<file path="src/hw/pbt_pkg.sv">
// Contract
// Power-up pulse initialises the counter only while the disable input is low.
// Forced init held high keeps the counter in reset; low lets it run.
// Any reset clears every counter stage synchronously, whatever the count.
// Any active reset stops the oscillator, so no counting tick occurs.
// Forced init works whether power-up initialisation is enabled or not.
// The 16-stage binary counter advances on each counting clock rising edge.
// Selects 00 picks stage 13, 01 stage 10, 10 stage 8, 11 stage 16.
// A count of 2 to the n-1 is the true output of stage n.
// Low select at 0 clocks the ninth stage straight from the oscillator; the code does this only while the high select is 1.
// During reset the output equals the polarity select level.
// Recycle mode passes the selected stage continuously to the output.
// Single-cycle mode clears a latch, counts 2^(n-1), then sets it, flipping output.
// Single-cycle output then holds; forced init or a mode change restarts it.
// An external clock may replace the internal oscillator as counting clock.
// Power-on detector pulse, gated by the disable input, joins forced init.
package pbt_pkg;
	// Counter geometry
	localparam int          STAGES       = 16;
	localparam int          LO_STAGES    = 8;
	// Tap stage numbers
	localparam int          TAP_SEL_00   = 13;
	localparam int          TAP_SEL_01   = 10;
	localparam int          TAP_SEL_10   = 8;
	localparam int          TAP_SEL_11   = 16;
	// Internal oscillator model
	localparam int          REF_FREQ_KHZ = 125000;
	localparam int          OSC_FREQ_KHZ = 100;
	localparam int          OSC_DIV      = REF_FREQ_KHZ / OSC_FREQ_KHZ;
	localparam int          OSC_CNT_W    = 16;
	// Register byte offsets
	localparam logic [11:0] CTRL_OFS     = 12'h000;
	localparam logic [11:0] STAT_OFS     = 12'h004;
	localparam logic [11:0] COUNT_OFS    = 12'h008;
	// Control fields
	localparam int          CTRL_MODE    = 0;
	localparam int          CTRL_POL     = 1;
	localparam int          CTRL_SEL_LO  = 2;
	localparam int          CTRL_SEL_HI  = 3;
	localparam int          CTRL_FINIT   = 4;
	localparam int          CTRL_EXTCLK  = 5;
	localparam int          CTRL_W       = 6;
	localparam logic [5:0]  CTRL_RST     = 6'h00;
	// Status fields
	localparam int          STAT_OUT     = 0;
	localparam int          STAT_LATCH   = 1;
	localparam int          STAT_INRST   = 2;
	localparam int          STAT_EXTCLK  = 3;
endpackage

</file>
<file path="src/hw/pbt_osc.sv">
`timescale 1ns/1ps
module pbt_osc #(
	parameter int OSC_DIV = pbt_pkg::OSC_DIV
) (
	input  wire logic i_ref_clk,
	input  wire logic i_rst,
	input  wire logic i_ce,
	input  wire logic i_stop,
	input  wire logic i_ext_sel,
	input  wire logic i_ext_clk,
	output logic      o_tick
);
	localparam logic [pbt_pkg::OSC_CNT_W-1:0] DIV_LAST = pbt_pkg::OSC_CNT_W'(OSC_DIV - 1);

	logic [pbt_pkg::OSC_CNT_W-1:0] div_reg;
	logic                          ext_prev_reg;
	logic                          tick_reg;

	// Internal oscillator divider, held cleared while stopped
	always_ff @(posedge i_ref_clk)
	begin
		if (i_rst || (i_ce && (i_stop || i_ext_sel)))
			div_reg <= '0;
		else if (i_ce)
			div_reg <= (div_reg == DIV_LAST) ? '0 : div_reg + 1'b1;
	end

	// External clock edge history, forgotten during reset
	always_ff @(posedge i_ref_clk)
	begin
		if (i_rst || (i_ce && i_stop))
			ext_prev_reg <= 1'b1;
		else if (i_ce)
			ext_prev_reg <= i_ext_clk;
	end

	// One tick per oscillator period or external rising edge
	always_ff @(posedge i_ref_clk)
	begin
		if (i_rst)
			tick_reg <= 1'b0;
		else if (i_ce)
		begin
			if (i_stop)
				tick_reg <= 1'b0;
			else if (i_ext_sel)
				tick_reg <= i_ext_clk && !ext_prev_reg;
			else
				tick_reg <= (div_reg == DIV_LAST);
		end
	end

	assign o_tick = tick_reg && i_ce && !i_stop;
endmodule

</file>
<file path="src/hw/pbt_timer.sv">
// Register access over APB and the register addresses are this design's own decisions.
`timescale 1ns/1ps
module pbt_timer #(
	parameter int OSC_DIV   = pbt_pkg::OSC_DIV,
	parameter int STAGES    = pbt_pkg::STAGES,
	parameter int LO_STAGES = pbt_pkg::LO_STAGES
) (
	input  wire logic        i_ref_clk,
	input  wire logic        i_rst,
	input  wire logic        i_ce,
	input  wire logic        i_por_pulse,
	input  wire logic        i_power_on_init_off,
	input  wire logic        i_ext_clk,
	input  wire logic        i_psel,
	input  wire logic        i_penable,
	input  wire logic        i_pwrite,
	input  wire logic [11:0] i_paddr,
	input  wire logic [31:0] i_pwdata,
	input  wire logic [3:0]  i_pstrb,
	output logic [31:0]      o_prdata,
	output logic             o_pready,
	output logic             o_pslverr,
	output logic             o_timer_out
);
	localparam int HI_STAGES = STAGES - LO_STAGES;

	// Stage number picked by the two period selects
	function automatic int tap_stage(input logic sel_hi, input logic sel_lo);
		int n;
		n = pbt_pkg::TAP_SEL_00;
		unique case ({sel_hi, sel_lo})
			2'b00: n = pbt_pkg::TAP_SEL_00;
			2'b01: n = pbt_pkg::TAP_SEL_01;
			2'b10: n = pbt_pkg::TAP_SEL_10;
			2'b11: n = pbt_pkg::TAP_SEL_11;
		endcase
		return n;
	endfunction

	// Address match helper for the register decode
	function automatic logic ofs_hit(input logic [11:0] addr, input logic [11:0] ofs);
		return (addr[11:2] == ofs[11:2]);
	endfunction

	// Register and state storage
	logic [pbt_pkg::CTRL_W-1:0] ctrl_reg;
	logic [LO_STAGES-1:0]       cnt_lo_reg;
	logic [HI_STAGES-1:0]       cnt_hi_reg;
	logic                       latch_reg;
	logic                       mode_prev_reg;
	logic                       out_reg;
	logic                       out_next;
	logic [31:0]                prdata_reg;
	logic                       slverr_reg;
	logic                       rvalid_reg;

	// Decoded control fields
	logic                       mode_recycle;
	logic                       pol_high;
	logic                       sel_lo;
	logic                       sel_hi;
	logic                       forced_init;
	logic                       ext_sel;

	// Reset and counting terms
	logic                       por_init;
	logic                       mode_change;
	logic                       in_reset;
	logic                       tick;
	logic                       bypass;
	logic                       lo_carry;
	logic                       hi_clk;
	logic [STAGES-1:0]          count;
	logic                       tap;

	// Bus terms
	logic                       bus_setup;
	logic                       bus_done;
	logic                       wr_ctrl;
	logic [31:0]                rd_data;
	logic                       rd_err;

	assign mode_recycle = ctrl_reg[pbt_pkg::CTRL_MODE];
	assign pol_high     = ctrl_reg[pbt_pkg::CTRL_POL];
	assign sel_lo       = ctrl_reg[pbt_pkg::CTRL_SEL_LO];
	assign sel_hi       = ctrl_reg[pbt_pkg::CTRL_SEL_HI];
	assign forced_init  = ctrl_reg[pbt_pkg::CTRL_FINIT];
	assign ext_sel      = ctrl_reg[pbt_pkg::CTRL_EXTCLK];

	// Power-up pulse only counts while initialisation is enabled
	assign por_init    = i_por_pulse && !i_power_on_init_off;

	// A mode level change restarts a single cycle
	assign mode_change = (mode_recycle != mode_prev_reg);

	// Forced init acts on its own, ORed with the gated power-up pulse
	assign in_reset    = forced_init || por_init || mode_change;

	// Counting clock source, stopped while any reset is active
	pbt_osc #(
		.OSC_DIV (OSC_DIV)
	) u_osc (
		.i_ref_clk (i_ref_clk),
		.i_rst     (i_rst),
		.i_ce      (i_ce),
		.i_stop    (in_reset),
		.i_ext_sel (ext_sel),
		.i_ext_clk (i_ext_clk),
		.o_tick    (tick)
	);

	// Upper chain fed straight from the oscillator for the stage 8 tap
	assign bypass   = sel_hi && !sel_lo;
	assign lo_carry = tick && (cnt_lo_reg == {LO_STAGES{1'b1}});
	assign hi_clk   = bypass ? tick : lo_carry;
	assign count    = {cnt_hi_reg, cnt_lo_reg};

	// Tap picks the true output of the selected stage
	always_comb
	begin
		if (bypass)
			tap = cnt_hi_reg[HI_STAGES-1];
		else
			tap = count[tap_stage(sel_hi, sel_lo) - 1];
	end

	// Lower eight stages
	always_ff @(posedge i_ref_clk)
	begin
		if (i_rst)
			cnt_lo_reg <= '0;
		else if (i_ce)
		begin
			if (in_reset)
				cnt_lo_reg <= '0;
			else if (tick && !bypass)
				cnt_lo_reg <= cnt_lo_reg + 1'b1;
		end
	end

	// Upper eight stages
	always_ff @(posedge i_ref_clk)
	begin
		if (i_rst)
			cnt_hi_reg <= '0;
		else if (i_ce)
		begin
			if (in_reset)
				cnt_hi_reg <= '0;
			else if (hi_clk)
				cnt_hi_reg <= cnt_hi_reg + 1'b1;
		end
	end

	// Single-cycle latch: cleared by reset, set once the tap first rises
	always_ff @(posedge i_ref_clk)
	begin
		if (i_rst)
			latch_reg <= 1'b0;
		else if (i_ce)
		begin
			if (in_reset)
				latch_reg <= 1'b0;
			else if (tap)
				latch_reg <= 1'b1;
		end
	end

	// Mode history for change detection
	always_ff @(posedge i_ref_clk)
	begin
		if (i_rst)
			mode_prev_reg <= pbt_pkg::CTRL_RST[pbt_pkg::CTRL_MODE];
		else if (i_ce)
			mode_prev_reg <= mode_recycle;
	end

	// Output level selection
	always_comb
	begin
		if (in_reset)
			out_next = pol_high;
		else if (mode_recycle)
			out_next = pol_high ^ tap;
		else
			out_next = pol_high ^ (latch_reg || tap);
	end

	// Registered timer output
	always_ff @(posedge i_ref_clk)
	begin
		if (i_rst)
			out_reg <= pbt_pkg::CTRL_RST[pbt_pkg::CTRL_POL];
		else if (i_ce)
			out_reg <= out_next;
	end

	assign o_timer_out = out_reg;

	// APB phase tracking
	assign bus_setup = i_psel && !i_penable;
	assign bus_done  = i_psel && i_penable && rvalid_reg && i_ce;
	assign wr_ctrl   = bus_done && i_pwrite && ofs_hit(i_paddr, pbt_pkg::CTRL_OFS) && i_pstrb[0];

	// Read mux and unmapped detection
	always_comb
	begin
		rd_data = 32'h0000_0000;
		rd_err  = 1'b0;
		if (ofs_hit(i_paddr, pbt_pkg::CTRL_OFS))
			rd_data[pbt_pkg::CTRL_W-1:0] = ctrl_reg;
		else if (ofs_hit(i_paddr, pbt_pkg::STAT_OFS))
		begin
			rd_data[pbt_pkg::STAT_OUT]    = out_reg;
			rd_data[pbt_pkg::STAT_LATCH]  = latch_reg;
			rd_data[pbt_pkg::STAT_INRST]  = in_reset;
			rd_data[pbt_pkg::STAT_EXTCLK] = ext_sel;
		end
		else if (ofs_hit(i_paddr, pbt_pkg::COUNT_OFS))
			rd_data[STAGES-1:0] = count;
		else
			rd_err = 1'b1;
	end

	// Read data and error captured once, in the first selected cycle of the request
	always_ff @(posedge i_ref_clk)
	begin
		if (i_rst)
		begin
			prdata_reg <= 32'h0000_0000;
			slverr_reg <= 1'b0;
		end
		else if (i_ce && i_psel && !rvalid_reg)
		begin
			prdata_reg <= i_pwrite ? 32'h0000_0000 : rd_data;
			slverr_reg <= rd_err;
		end
	end

	// Answer becomes ready one cycle after capture
	always_ff @(posedge i_ref_clk)
	begin
		if (i_rst)
			rvalid_reg <= 1'b0;
		else if (i_ce)
		begin
			if (!i_psel || bus_done)
				rvalid_reg <= 1'b0;
			else if (bus_setup || i_psel)
				rvalid_reg <= 1'b1;
		end
	end

	// Control register write
	always_ff @(posedge i_ref_clk)
	begin
		if (i_rst)
			ctrl_reg <= pbt_pkg::CTRL_RST;
		else if (wr_ctrl)
			ctrl_reg <= i_pwdata[pbt_pkg::CTRL_W-1:0];
	end

	assign o_prdata  = prdata_reg;
	assign o_pready  = i_psel && i_penable && rvalid_reg && i_ce;
	assign o_pslverr = o_pready && slverr_reg;
endmodule

</file>
<file path="config.mk">
export PLATFORM = sky130hd
export DESIGN_NAME = pbt_timer
export DESIGN_NICKNAME = d
export VERILOG_FILES = /design/src/hw/pbt_pkg.sv /design/src/hw/pbt_osc.sv /design/src/hw/pbt_timer.sv
export SDC_FILE = /design/constraint.sdc
export NUM_CORES = 1
export LEC_CHECK = 0
export BUFFER_PORTS_ARGS = -buffer_cell sky130_fd_sc_hd__buf_4
export CORE_MARGIN = 1.5
export CORE_UTILIZATION = 55
export DETAILED_ROUTE_END_ITERATION = 6
export GPL_TIMING_DRIVEN = 1
export HOLD_SLACK_MARGIN = 0.15
export PLACE_DENSITY = 0.81
export SKIP_LAST_GASP = 1
export SLEW_MARGIN = 20
export SYNTH_ARGS = -nofsm -noshare
export SYNTH_HDL_FRONTEND = slang
export SYNTH_SLANG_ARGS = --single-unit
</file>
<file path="constraint.sdc">
create_clock -name i_ref_clk -period 3.87 [get_ports i_ref_clk]
set_clock_uncertainty 0.2 [all_clocks]
set_input_delay 0.5805 -clock i_ref_clk [delete_from_list [all_inputs] [get_ports i_ref_clk]]
set_output_delay 0.5805 -clock i_ref_clk [all_outputs]
set_load 0.01 [all_outputs]
</file>
==> flow_summary.json, run 1 <==
{
  "ctsRootBufferMaster": "clkbuf_8",
  "async_flop_share": 0,
  "yosys_register_bits": 61,
  "diodes": 0,
  "finalCritPeriodShare": 0.558,
  "dp_hpwl_um": 4720,
  "fmax_mhz": 463,
  "synth.area.top_cells": "dfxtp_1, xnor2_1, nand2_1, nor2_1, mux2i_1",
  "cp_slowest_cell": "nor4_4",
  "netlist_area_um2": 3000,
  "core-area_um2": 5170,
  "drv_cap": 0,
  "grt_usage": 0.250,
  "p_leak_nw": 1.35,
  "post_cts_resize_count": 0,
  "initial_utilization": 0.581,
  "clock_latency_ns": 0.34,
  "synthTopCellsByCount": "dfxtp_1, nand2_1, nor2_1",
  "die_y_um": 76.9,
  "drt_iter0_markers": 191,
  "worst_setup_path_start_kind": "input pin",
  "stdcell_count": 459,
  "critPathCaptureType": "register",
  "dp_cells": 443,
  "cts_sinks": 61,
  "die-area_um2": 5910,
  "fin_crit_ns": 2.16,
  "ir_drop_mv": 0.304,
  "cts_hold_buf": 0,
  "ys_seq_area_frac": 0.407,
  "slowest_delay_ns": 0.57,
  "antenna_found_initial": 0,
  "tns_ns": 0,
  "yosysTopAreaCell": "dfxtp_1",
  "critPathBufInv": 1,
  "wire_per_inst_um": 15.1,
  "row_count": 26,
  "num_io_pins": 92,
  "cp.required_ns": 3.95,
  "ys_warn_count": 0,
  "cts_tree": "built",
  "status": "finished clean",
  "gr-total-overflow": 0,
  "cts_setup_buffers": 0,
  "cp_cell_sequence": "buf_4 -> nand3b_1 -> or3_1 -> nor4_4 -> a22o_1",
  "port_buffers": 44,
  "grt_pass1_vias": 2626,
  "yosysMostFrequentCell": "dfxtp_1",
  "crit_type": "in -> reg",
  "maxSlewViolCount": 0,
  "path_max_fanout": 25,
  "clock_path_buffers": 2,
  "ys_types": 53,
  "hold_path.class": "reg -> reg",
  "synth_ff_type": "dfxtp_1",
  "final_nets": 445,
  "synth.top_cell.area_share": 0.407,
  "netlist_instances": 344,
  "gp_congestion": 0.902,
  "h-tree-depth": 3,
  "hold_violations": 0,
  "path_delay_family": "simple AND/OR/NAND/NOR gates",
  "drc": 0,
  "setup_viol": 0,
  "first_pass_iters": 4,
  "numCtsBuffers": 9,
  "power_density_nw_per_um2": 409,
  "worst_ep_arrival_time_ns": 2.24,
  "grt_pass1_wl_um": 11800,
  "avgSynthCellArea_um2": 8.73,
  "viasPerCell": 5.79,
  "num_vias": 2656,
  "grt_setup_unrepaired": "false",
  "area_delta_synth_final_pct": 18.6,
  "max-slew-margin-rel": 0.532,
  "clkSlewWorstSetupHoldPaths_ns": 0.07,
  "ant_nets": 0,
  "drive_above_1_share": 0.177,
  "grt_max_degree": 26,
  "synth-edff-count": 0,
  "die_w_um": 76.9,
  "worstMarginPinSlew_ns": 0.697,
  "finalWirelength_um": 6920
}
-- power breakdown --
| part | switching, mW | total, mW | internal, mW |
|---|---|---|---|
| Combinational | 0.0539 | 0.0898 | 0.0359 |
| Sequential | 0.00621 | 0.640 | 0.634 |
| Clock | 0.246 | 0.727 | 0.481 |
| Total | 0.306 | 1.46 | 1.15 |
-- routing by layer --
| layer | up-vias | global-route usage | share of wire |
|---|---|---|---|
| li1 | 1301 | - | - |
| met1 | 1232 | 0.294 | 0.42 |
| met2 | 103 | 0.413 | 0.49 |
| met3 | 20 | 0.0643 | 0.067 |
| met4 | 0 | 0.143 | 0.021 |
| met5 | - | 0 | 0 |
-- final timing paths --
check | start | to | slack, ns | cells past startpoint
setup reg to reg | ctrl_reg[0] | u_osc.div_reg[1] | 1.72 | 4
hold / removal | o_prdata[5] | o_prdata[5] | 0.26 | 2
setup / recovery | i_ce | o_prdata[9] | 1.71 | 5
hold reg to reg | o_prdata[5] | o_prdata[5] | 0.26 | 2
-- worst register-to-register path, cell delays in order (launching register included) --
cell and delay [ns]:
dfxtp_1 0.50, xnor2_1 0.20, a31o_2 0.31, nand3_1 0.47, a211oi_1 0.38
-- through the flow --
stage               utilization  power [mW]  hold WS, ns  cell area [µm²]  setup slack (ns)
floorplan                     -       0.720        0.236             3060              1.87
global placement          0.637       0.740        0.235             3300              1.45
detailed placement        0.637       0.742        0.243             3300              1.42
CTS                       0.687        1.46        0.263             3560              1.69
global route              0.688        1.50        0.290             3560              1.53
finish                    0.688        1.46        0.257             3560              1.71
-- area by class of cell --
| type | count | area [µm²] |
|---|---|---|
| clock buffer | 13 | 169 |
| sequential | 61 | 1220 |
| multi-input combinational | 257 | 1620 |
| clock inverter | 3 | 90.1 |
| timing repair buffer | 45 | 338 |
| tap | 70 | 87.6 |
| inverter | 10 | 37.5 |
| fill | 400 | 1610 |
-- kinds of logic (layout without fill, tap and decap cells) --
| kind of cell | Yosys count | after routing | share of synthesized area |
|---|---|---|---|
| multiplexers | 13 | 13 | 0.0438 |
| adder cells (fa/ha/maj) | 4 | 4 | 0.0167 |
| XOR/XNOR | 20 | 20 | 0.0608 |
| buffers and inverters | 41 | 71 | 0.0750 |
| other | 1 | 16 | 0.00125 |
| flip-flops | 61 | 61 | 0.407 |
| AND/OR/NAND/NOR | 147 | 147 | 0.248 |
| AO/OA/AOI/OAI | 57 | 57 | 0.148 |
-- placed cells by master (no fill, tap or decap), drive strengths merged, types with 2 or more instances in the layout --
cell     count
a211oi       3
a21oi        6
a22o        12
a311oi       2
a31o         2
a32o         2
and2         3
buf         45
bufinv       3
clkbuf      13
conb        16
dfxtp       61
ha           4
inv         10
mux2i       12
nand2       36
nand2b       6
nand3       18
nand3b       2
nand4       10
nor2        35
nor2b        3
nor3         8
nor4        12
nor4b        2
o2111ai      2
o21ai        5
o22ai        4
o311ai       2
o31ai        2
o41ai        6
or3          8
xnor2       16
xor2         4
No activity file was read; power rests on OpenSTA's default activity.
==> run 2, diff against run 1 <==
- CORE_UTILIZATION: 55 -> 51
- PLACE_DENSITY: 0.81 -> 0.75
- clock period: 3.87 -> 2.1 ns (I/O delays scaled with it)
==> run 2 against run 1 <==
  * Core utilization fell by 3.0 points
  * First-iteration DRC count rose by 7.9%
  * Die area rose by 7.5%
  * Non-clock buffer count rose by 22
  * Combinational power rose by 120%
  * Power rose by 65%
  * Cell count rose by 5.2%
==> flow_summary.json, run 2 (synthesized netlist as in run 1, its figures left out) <==
{
  "grt_pass1_wl_um": 12300,
  "p_sw_frac": 0.237,
  "cts_sinks": 61,
  "worst_setup_path_start_kind": "input pin",
  "ctsRootBufferMaster": "clkbuf_8",
  "worstMarginPinSlew_ns": 0.632,
  "slowest_delay_ns": 0.54,
  "ir_drop_mv": 0.423,
  "dpl_cell_area_um2": 3370,
  "first_pass_iters": 4,
  "critPathCapture": "u_osc.div_reg[1]",
  "port_buffers": 44,
  "fin_crit_ns": 1.98,
  "stdcell_area_um2": 3690,
  "clock_power_share": 0.428,
  "path_max_fanout": 16,
  "diodes": 0,
  "die_w_um": 79.7,
  "numCtsBuffers": 9,
  "grt_usage": 0.255,
  "hold_path.class": "in -> reg",
  "status": "finished clean",
  "grt_max_degree": 17,
  "clock_path_buffers": 2,
  "antenna_found_initial": 0,
  "reg2reg_slack_ns": 0.22,
  "hold_violations": 0,
  "power_density_nw_per_um2": 651,
  "die_y_um": 79.7,
  "mostFrequentLayoutCell": "dfxtp_1",
  "cp_slowest_cell": "dlygate4sd3_1",
  "rr_startpoint": "cnt_lo_reg[0]",
  "cp_cell_sequence": "dlygate4sd3_1 -> buf_4 -> nor2_1 -> a31o_2 -> nand3_1 -> buf_4 -> a211oi_1",
  "num_vias": 2790,
  "finalWirelength_um": 7350,
  "h-tree-depth": 3,
  "cts_tree": "built",
  "grt_pass1_vias": 2576,
  "seqPwrFrac": 0.491,
  "clkSlewWorstSetupHoldPaths_ns": 0.07,
  "maxSlewViolCount": 0,
  "ff_latch_area_um2": 1220,
  "num_io_pins": 92,
  "drc": 0,
  "finalCritPeriodShare": 0.943,
  "final_nets": 467,
  "fmax_mhz": 505,
  "worst_ep_arrival_time_ns": 2.04,
  "core-area_um2": 5610,
  "drv_cap": 0,
  "critPathLaunch": "i_rst",
  "viasPerCell": 5.78,
  "timing.rr.end": "cnt_hi_reg[6]",
  "initial_utilization": 0.535,
  "multi_input_comb_area_um2": 1620,
  "cp.required_ns": 2.16,
  "cpMostUsedCell": "buf_4",
  "reg2regPathDepth": 5,
  "drt_iter0_markers": 206,
  "ant_nets": 0,
  "p_leak_nw": 1.41,
  "final_cell_mix": "dfxtp_1, buf_4, nand2_1",
  "drive_above_1_share": 0.190,
  "max-slew-margin-rel": 0.578,
  "cts_setup_buffers": 0,
  "critPathCaptureType": "register",
  "fillers": 492,
  "comb_power_share": 0.081,
  "area_delta_synth_final_pct": 22.9,
  "gp_congestion": 0.933,
  "wire_per_inst_um": 15.2,
  "setup_viol": 0,
  "tns_ns": 0,
  "crit_type": "in -> reg",
  "switchingPower_mw": 0.570,
  "dp_hpwl_um": 5220,
  "row_count": 27,
  "grt_setup_unrepaired": "false",
  "gr-total-overflow": 0,
  "die-area_um2": 6360,
  "clock_latency_ns": 0.34,
  "p_int_mw": 1.83
}
-- run 2: cell count changes in the layout (fill, tap and decap cells not counted), moves of 2 or more --
cell	before	now
buf_4	45	55
bufinv_16	3	1
dlygate4sd3_1	0	12
clkbuf_8	12	10
clkinv_2	0	2
-- run 2: repair_timing --
action                                 CTS  global route
hold buffers                            12             0
endpoints found under the hold margin   15             0
gates resized for setup                  0             2
setup endpoints to repair                0            16
-- run 2: how the worst min path moves through the flow --
stage                                    end  depth (start not counted)          startpoint  slack, ns
final                             rvalid_reg                          3                i_ce       0.18
after global routing              rvalid_reg                          3                i_ce       0.18
after CTS                         rvalid_reg                          3                i_ce       0.16
after detailed placement         o_prdata[3]                          2         o_prdata[3]       0.26
after global placement           o_prdata[5]                          2         o_prdata[5]       0.24
after floorplan           u_osc.ext_prev_reg                          2  u_osc.ext_prev_reg       0.24
-- run 2: critical path, delay by kind of cell --
family / cells / cell delay (ns)
buffers and inverters: 3 / 0.93
AOI/OAI and AO/OA: 2 / 0.52
and+or+nand+nor: 2 / 0.27
-- run 2: routing by layer --
metal  global-route usage  wire [µm]  vias to the layer above
met5                    0          0                        -
met3               0.0949        489                       16
met1                0.305       3120                     1326
li1                     -          -                     1335
met4               0.0793        125                        0
met2                0.424       3610                      113
-- run 2: area by class of cell --
cell class | instances | area share
Multi-Input combinational cell | 257 | 0.438
Sequential cell | 61 | 0.331
Timing Repair Buffer | 67 | 0.144
Clock buffer | 12 | 0.0393
Tap cell | 72 | 0.0244
Clock inverter | 4 | 0.0129
Inverter | 10 | 0.0102
-- run 2: through the flow --
step / total power [mW] / hold slack, ns / setup slack, ns / instances / utilization
after floorplan: 1.33 / 0.236 / 0.280 / 359 / -
after global placement: 1.37 / 0.242 / 0.112 / 455 / 0.602
after detailed placement: 1.38 / 0.260 / 0.0510 / 455 / 0.602
after CTS: 2.42 / 0.161 / 0.0236 / 483 / 0.658
after global routing: 2.50 / 0.181 / 0.0157 / 483 / 0.658
final: 2.40 / 0.179 / 0.119 / 483 / 0.658
-- run 2: power groups by stage --
stage | clock [mW] | sequential [mW] | combinational (mW)
3_3_place_gp | 0 | 1.20 | 0.169
6_report | 1.03 | 1.18 | 0.195
5_1_grt | 1.10 | 1.18 | 0.217
2_1_floorplan | 0 | 1.20 | 0.123
4_1_cts | 1.04 | 1.18 | 0.192
3_5_place_dp | 0 | 1.21 | 0.174
==> run 3, diff against run 2 <==
- ABC_AREA: not set -> 1
- CAP_MARGIN: not set -> 15
- CORE_UTILIZATION: 51 -> 52
- PLACE_DENSITY: 0.75 -> 0.76
==> run 3 against run 2 <==
  * Combinational power is 7% higher
  * Global-route usage is 2.1 points lower
  * Maximum frequency increased by 1.1%
  * Core utilization shrank 0.48 points
  * First-iteration DRC count shrank 32%
==> flow_summary.json, run 3 <==
{
  "status": "finished clean",
  "ant_nets": 0,
  "hold_path.class": "in -> reg",
  "final_nets": 595,
  "ys_types": 32,
  "die_y_um": 81.5,
  "p_leak_nw": 1.67,
  "ir_drop_mv": 0.445,
  "diodes": 0,
  "min_path_cells": 5,
  "stdcell_count": 613,
  "synth.area.top_cells": "dfxtp_1, nand2_1, a21oi_1, nor2_1, nand3_1",
  "finalWirelength_um": 7250,
  "numCtsBuffers": 9,
  "drive_above_1_share": 0.158,
  "viasPerCell": 4.94,
  "worst_ep_arrival_time_ns": 1.44,
  "post-route-util": 0.653,
  "port_buffers": 44,
  "netlist_instances": 474,
  "clkSlewWorstSetupHoldPaths_ns": 0.06,
  "die_w_um": 81.5,
  "clock_latency_ns": 0.34,
  "rr_startpoint": "cnt_lo_reg[0]",
  "mostFrequentLayoutCell": "nand2_1",
  "cts_tree": "built",
  "maxSlewViolCount": 0,
  "synth.top_cell.area_share": 0.381,
  "ys_warn_count": 0,
  "drt_iter0_markers": 140,
  "clock_path_buffers": 2,
  "timing.rr.end": "cnt_hi_reg[7]",
  "synth-edff-count": 0,
  "hold_end": "u_osc.ext_prev_reg",
  "num_vias": 3031,
  "dp_cells": 587,
  "grt_pass1_wl_um": 11700,
  "first_pass_iters": 4,
  "h-tree-depth": 3,
  "setup_viol": 0,
  "power_density_nw_per_um2": 631,
  "wire_per_inst_um": 11.8,
  "row_count": 28,
  "cts_sinks": 61,
  "tns_ns": 0,
  "cp.required_ns": 1.58,
  "area_delta_synth_final_pct": 20.7,
  "final_cell_mix": "nand2_1, dfxtp_1, nor2_1",
  "drv_cap": 0,
  "gr-total-overflow": 0,
  "dpl_cell_area_um2": 3550,
  "yosys_register_bits": 61,
  "reg2reg_slack_ns": 0.25,
  "stdcell_area_um2": 3870,
  "grt_pass1_vias": 2676,
  "gp_congestion": 0.872,
  "path_max_fanout": 4,
  "synth_ff_type": "dfxtp_1",
  "yosysTopAreaCell": "dfxtp_1",
  "fin_crit_ns": 1.96,
  "reg2regPathDepth": 10,
  "whs_ns": 0.159,
  "worst_setup_path_start_kind": "input pin",
  "grt_max_degree": 28,
  "critPathCaptureType": "primary output",
  "avgSynthCellArea_um2": 6.76,
  "drc": 0,
  "fmax_mhz": 510,
  "yosysMostFrequentCell": "nand2_1",
  "fillers": 543,
  "worst_slack_ns": 0.141,
  "grt_setup_unrepaired": "false",
  "die-area_um2": 6640,
  "num_io_pins": 92,
  "core-area_um2": 5920,
  "dpl_worst_slack_ns": 0.168,
  "antenna_found_initial": 0,
  "hold_violations": 0,
  "dp_hpwl_um": 5060,
  "ys_seq_area_frac": 0.381,
  "crit_type": "in -> out",
  "finalCritPeriodShare": 0.933,
  "netlist_area_um2": 3200,
  "async_flop_share": 0,
  "ctsRootBufferMaster": "clkbuf_8",
  "hold_path.startpoint": "i_rst",
  "initial_utilization": 0.541,
  "grt_usage": 0.234,
  "finalPower_mw": 2.44,
  "synthTopCellsByCount": "nand2_1, dfxtp_1, nor2_1"
}
run 3: cell types whose count changed after synthesis, sizes merged, moves of 12 or more:
cell | before | now
inv | 10 | 46
nand3 | 18 | 41
a22o | 12 | 0
nor2 | 35 | 65
nor4 | 12 | 0
a21oi | 6 | 44
mux2i | 12 | 0
nand2 | 36 | 141
run 3: repair_timing:
action                                  in CTS  in global routing
hold buffers                                11                  0
setup buffers                                0                  0
endpoints found under the hold margin       13                  0
gates resized for setup                      0                  2
endpoints found under the setup margin       0                  6
run 3: how the worst max path moves through the flow:
stage / from / to / slack, ns
6_report: i_psel / o_pslverr / 0.14
5_1_grt: cnt_lo_reg[0] / cnt_hi_reg[7] / 0.03
4_1_cts: cnt_lo_reg[0] / cnt_hi_reg[4] / 0.13
3_5_place_dp: i_ce / ctrl_reg[1] / 0.17
3_3_place_gp: cnt_lo_reg[0] / cnt_hi_reg[6] / 0.21
2_1_floorplan: u_osc.div_reg[0] / u_osc.div_reg[12] / 0.56
run 3: cells by family (layout without fill, tap and decap cells):
family,count (synthesis),in the layout,share of synthesized area
xor gates and xnor gates,14,14,0.0383
AOI/OAI and AO/OA,59,59,0.0953
and+or+nand+nor,260,260,0.356
buffers and inverters,75,124,0.112
DFF,61,61,0.381
other,1,16,0.00117
adders and majority gates,4,4,0.0156
run 3: per-layer routing:
metal | share of wire | track usage | up-vias | routed length, µm
met5 | 0 | 0 | - | 0
met4 | 0.019 | 0.0983 | 0 | 140
met3 | 0.053 | 0.0678 | 16 | 384
met2 | 0.48 | 0.379 | 76 | 3470
met1 | 0.45 | 0.289 | 1354 | 3260
li1 | - | - | 1585 | -
run 3: power by group:
group          switching [mW]  internal [mW]
Combinational           0.127         0.0821
Clock                   0.451          0.601
Sequential             0.0100           1.17
run 3: final cells by class:
| class | count | area (µm²) | area share |
|---|---|---|---|
| Multi-Input combinational cell | 353 | 1690 | 0.436 |
| Clock buffer | 11 | 151 | 0.0391 |
| Inverter | 48 | 181 | 0.0469 |
| Tap cell | 75 | 93.8 | 0.0243 |
| Clock inverter | 4 | 47.5 | 0.0123 |
| Sequential cell | 61 | 1220 | 0.316 |
| Timing Repair Buffer | 61 | 485 | 0.126 |
run 3: critical path, cell delays in order:
cell and delay (ns):
dlygate4sd3_1 0.54, buf_4 0.12, nand2_2 0.05, clkinv_2 0.07, nand3_2 0.09, nor2_1 0.12, buf_4 0.14
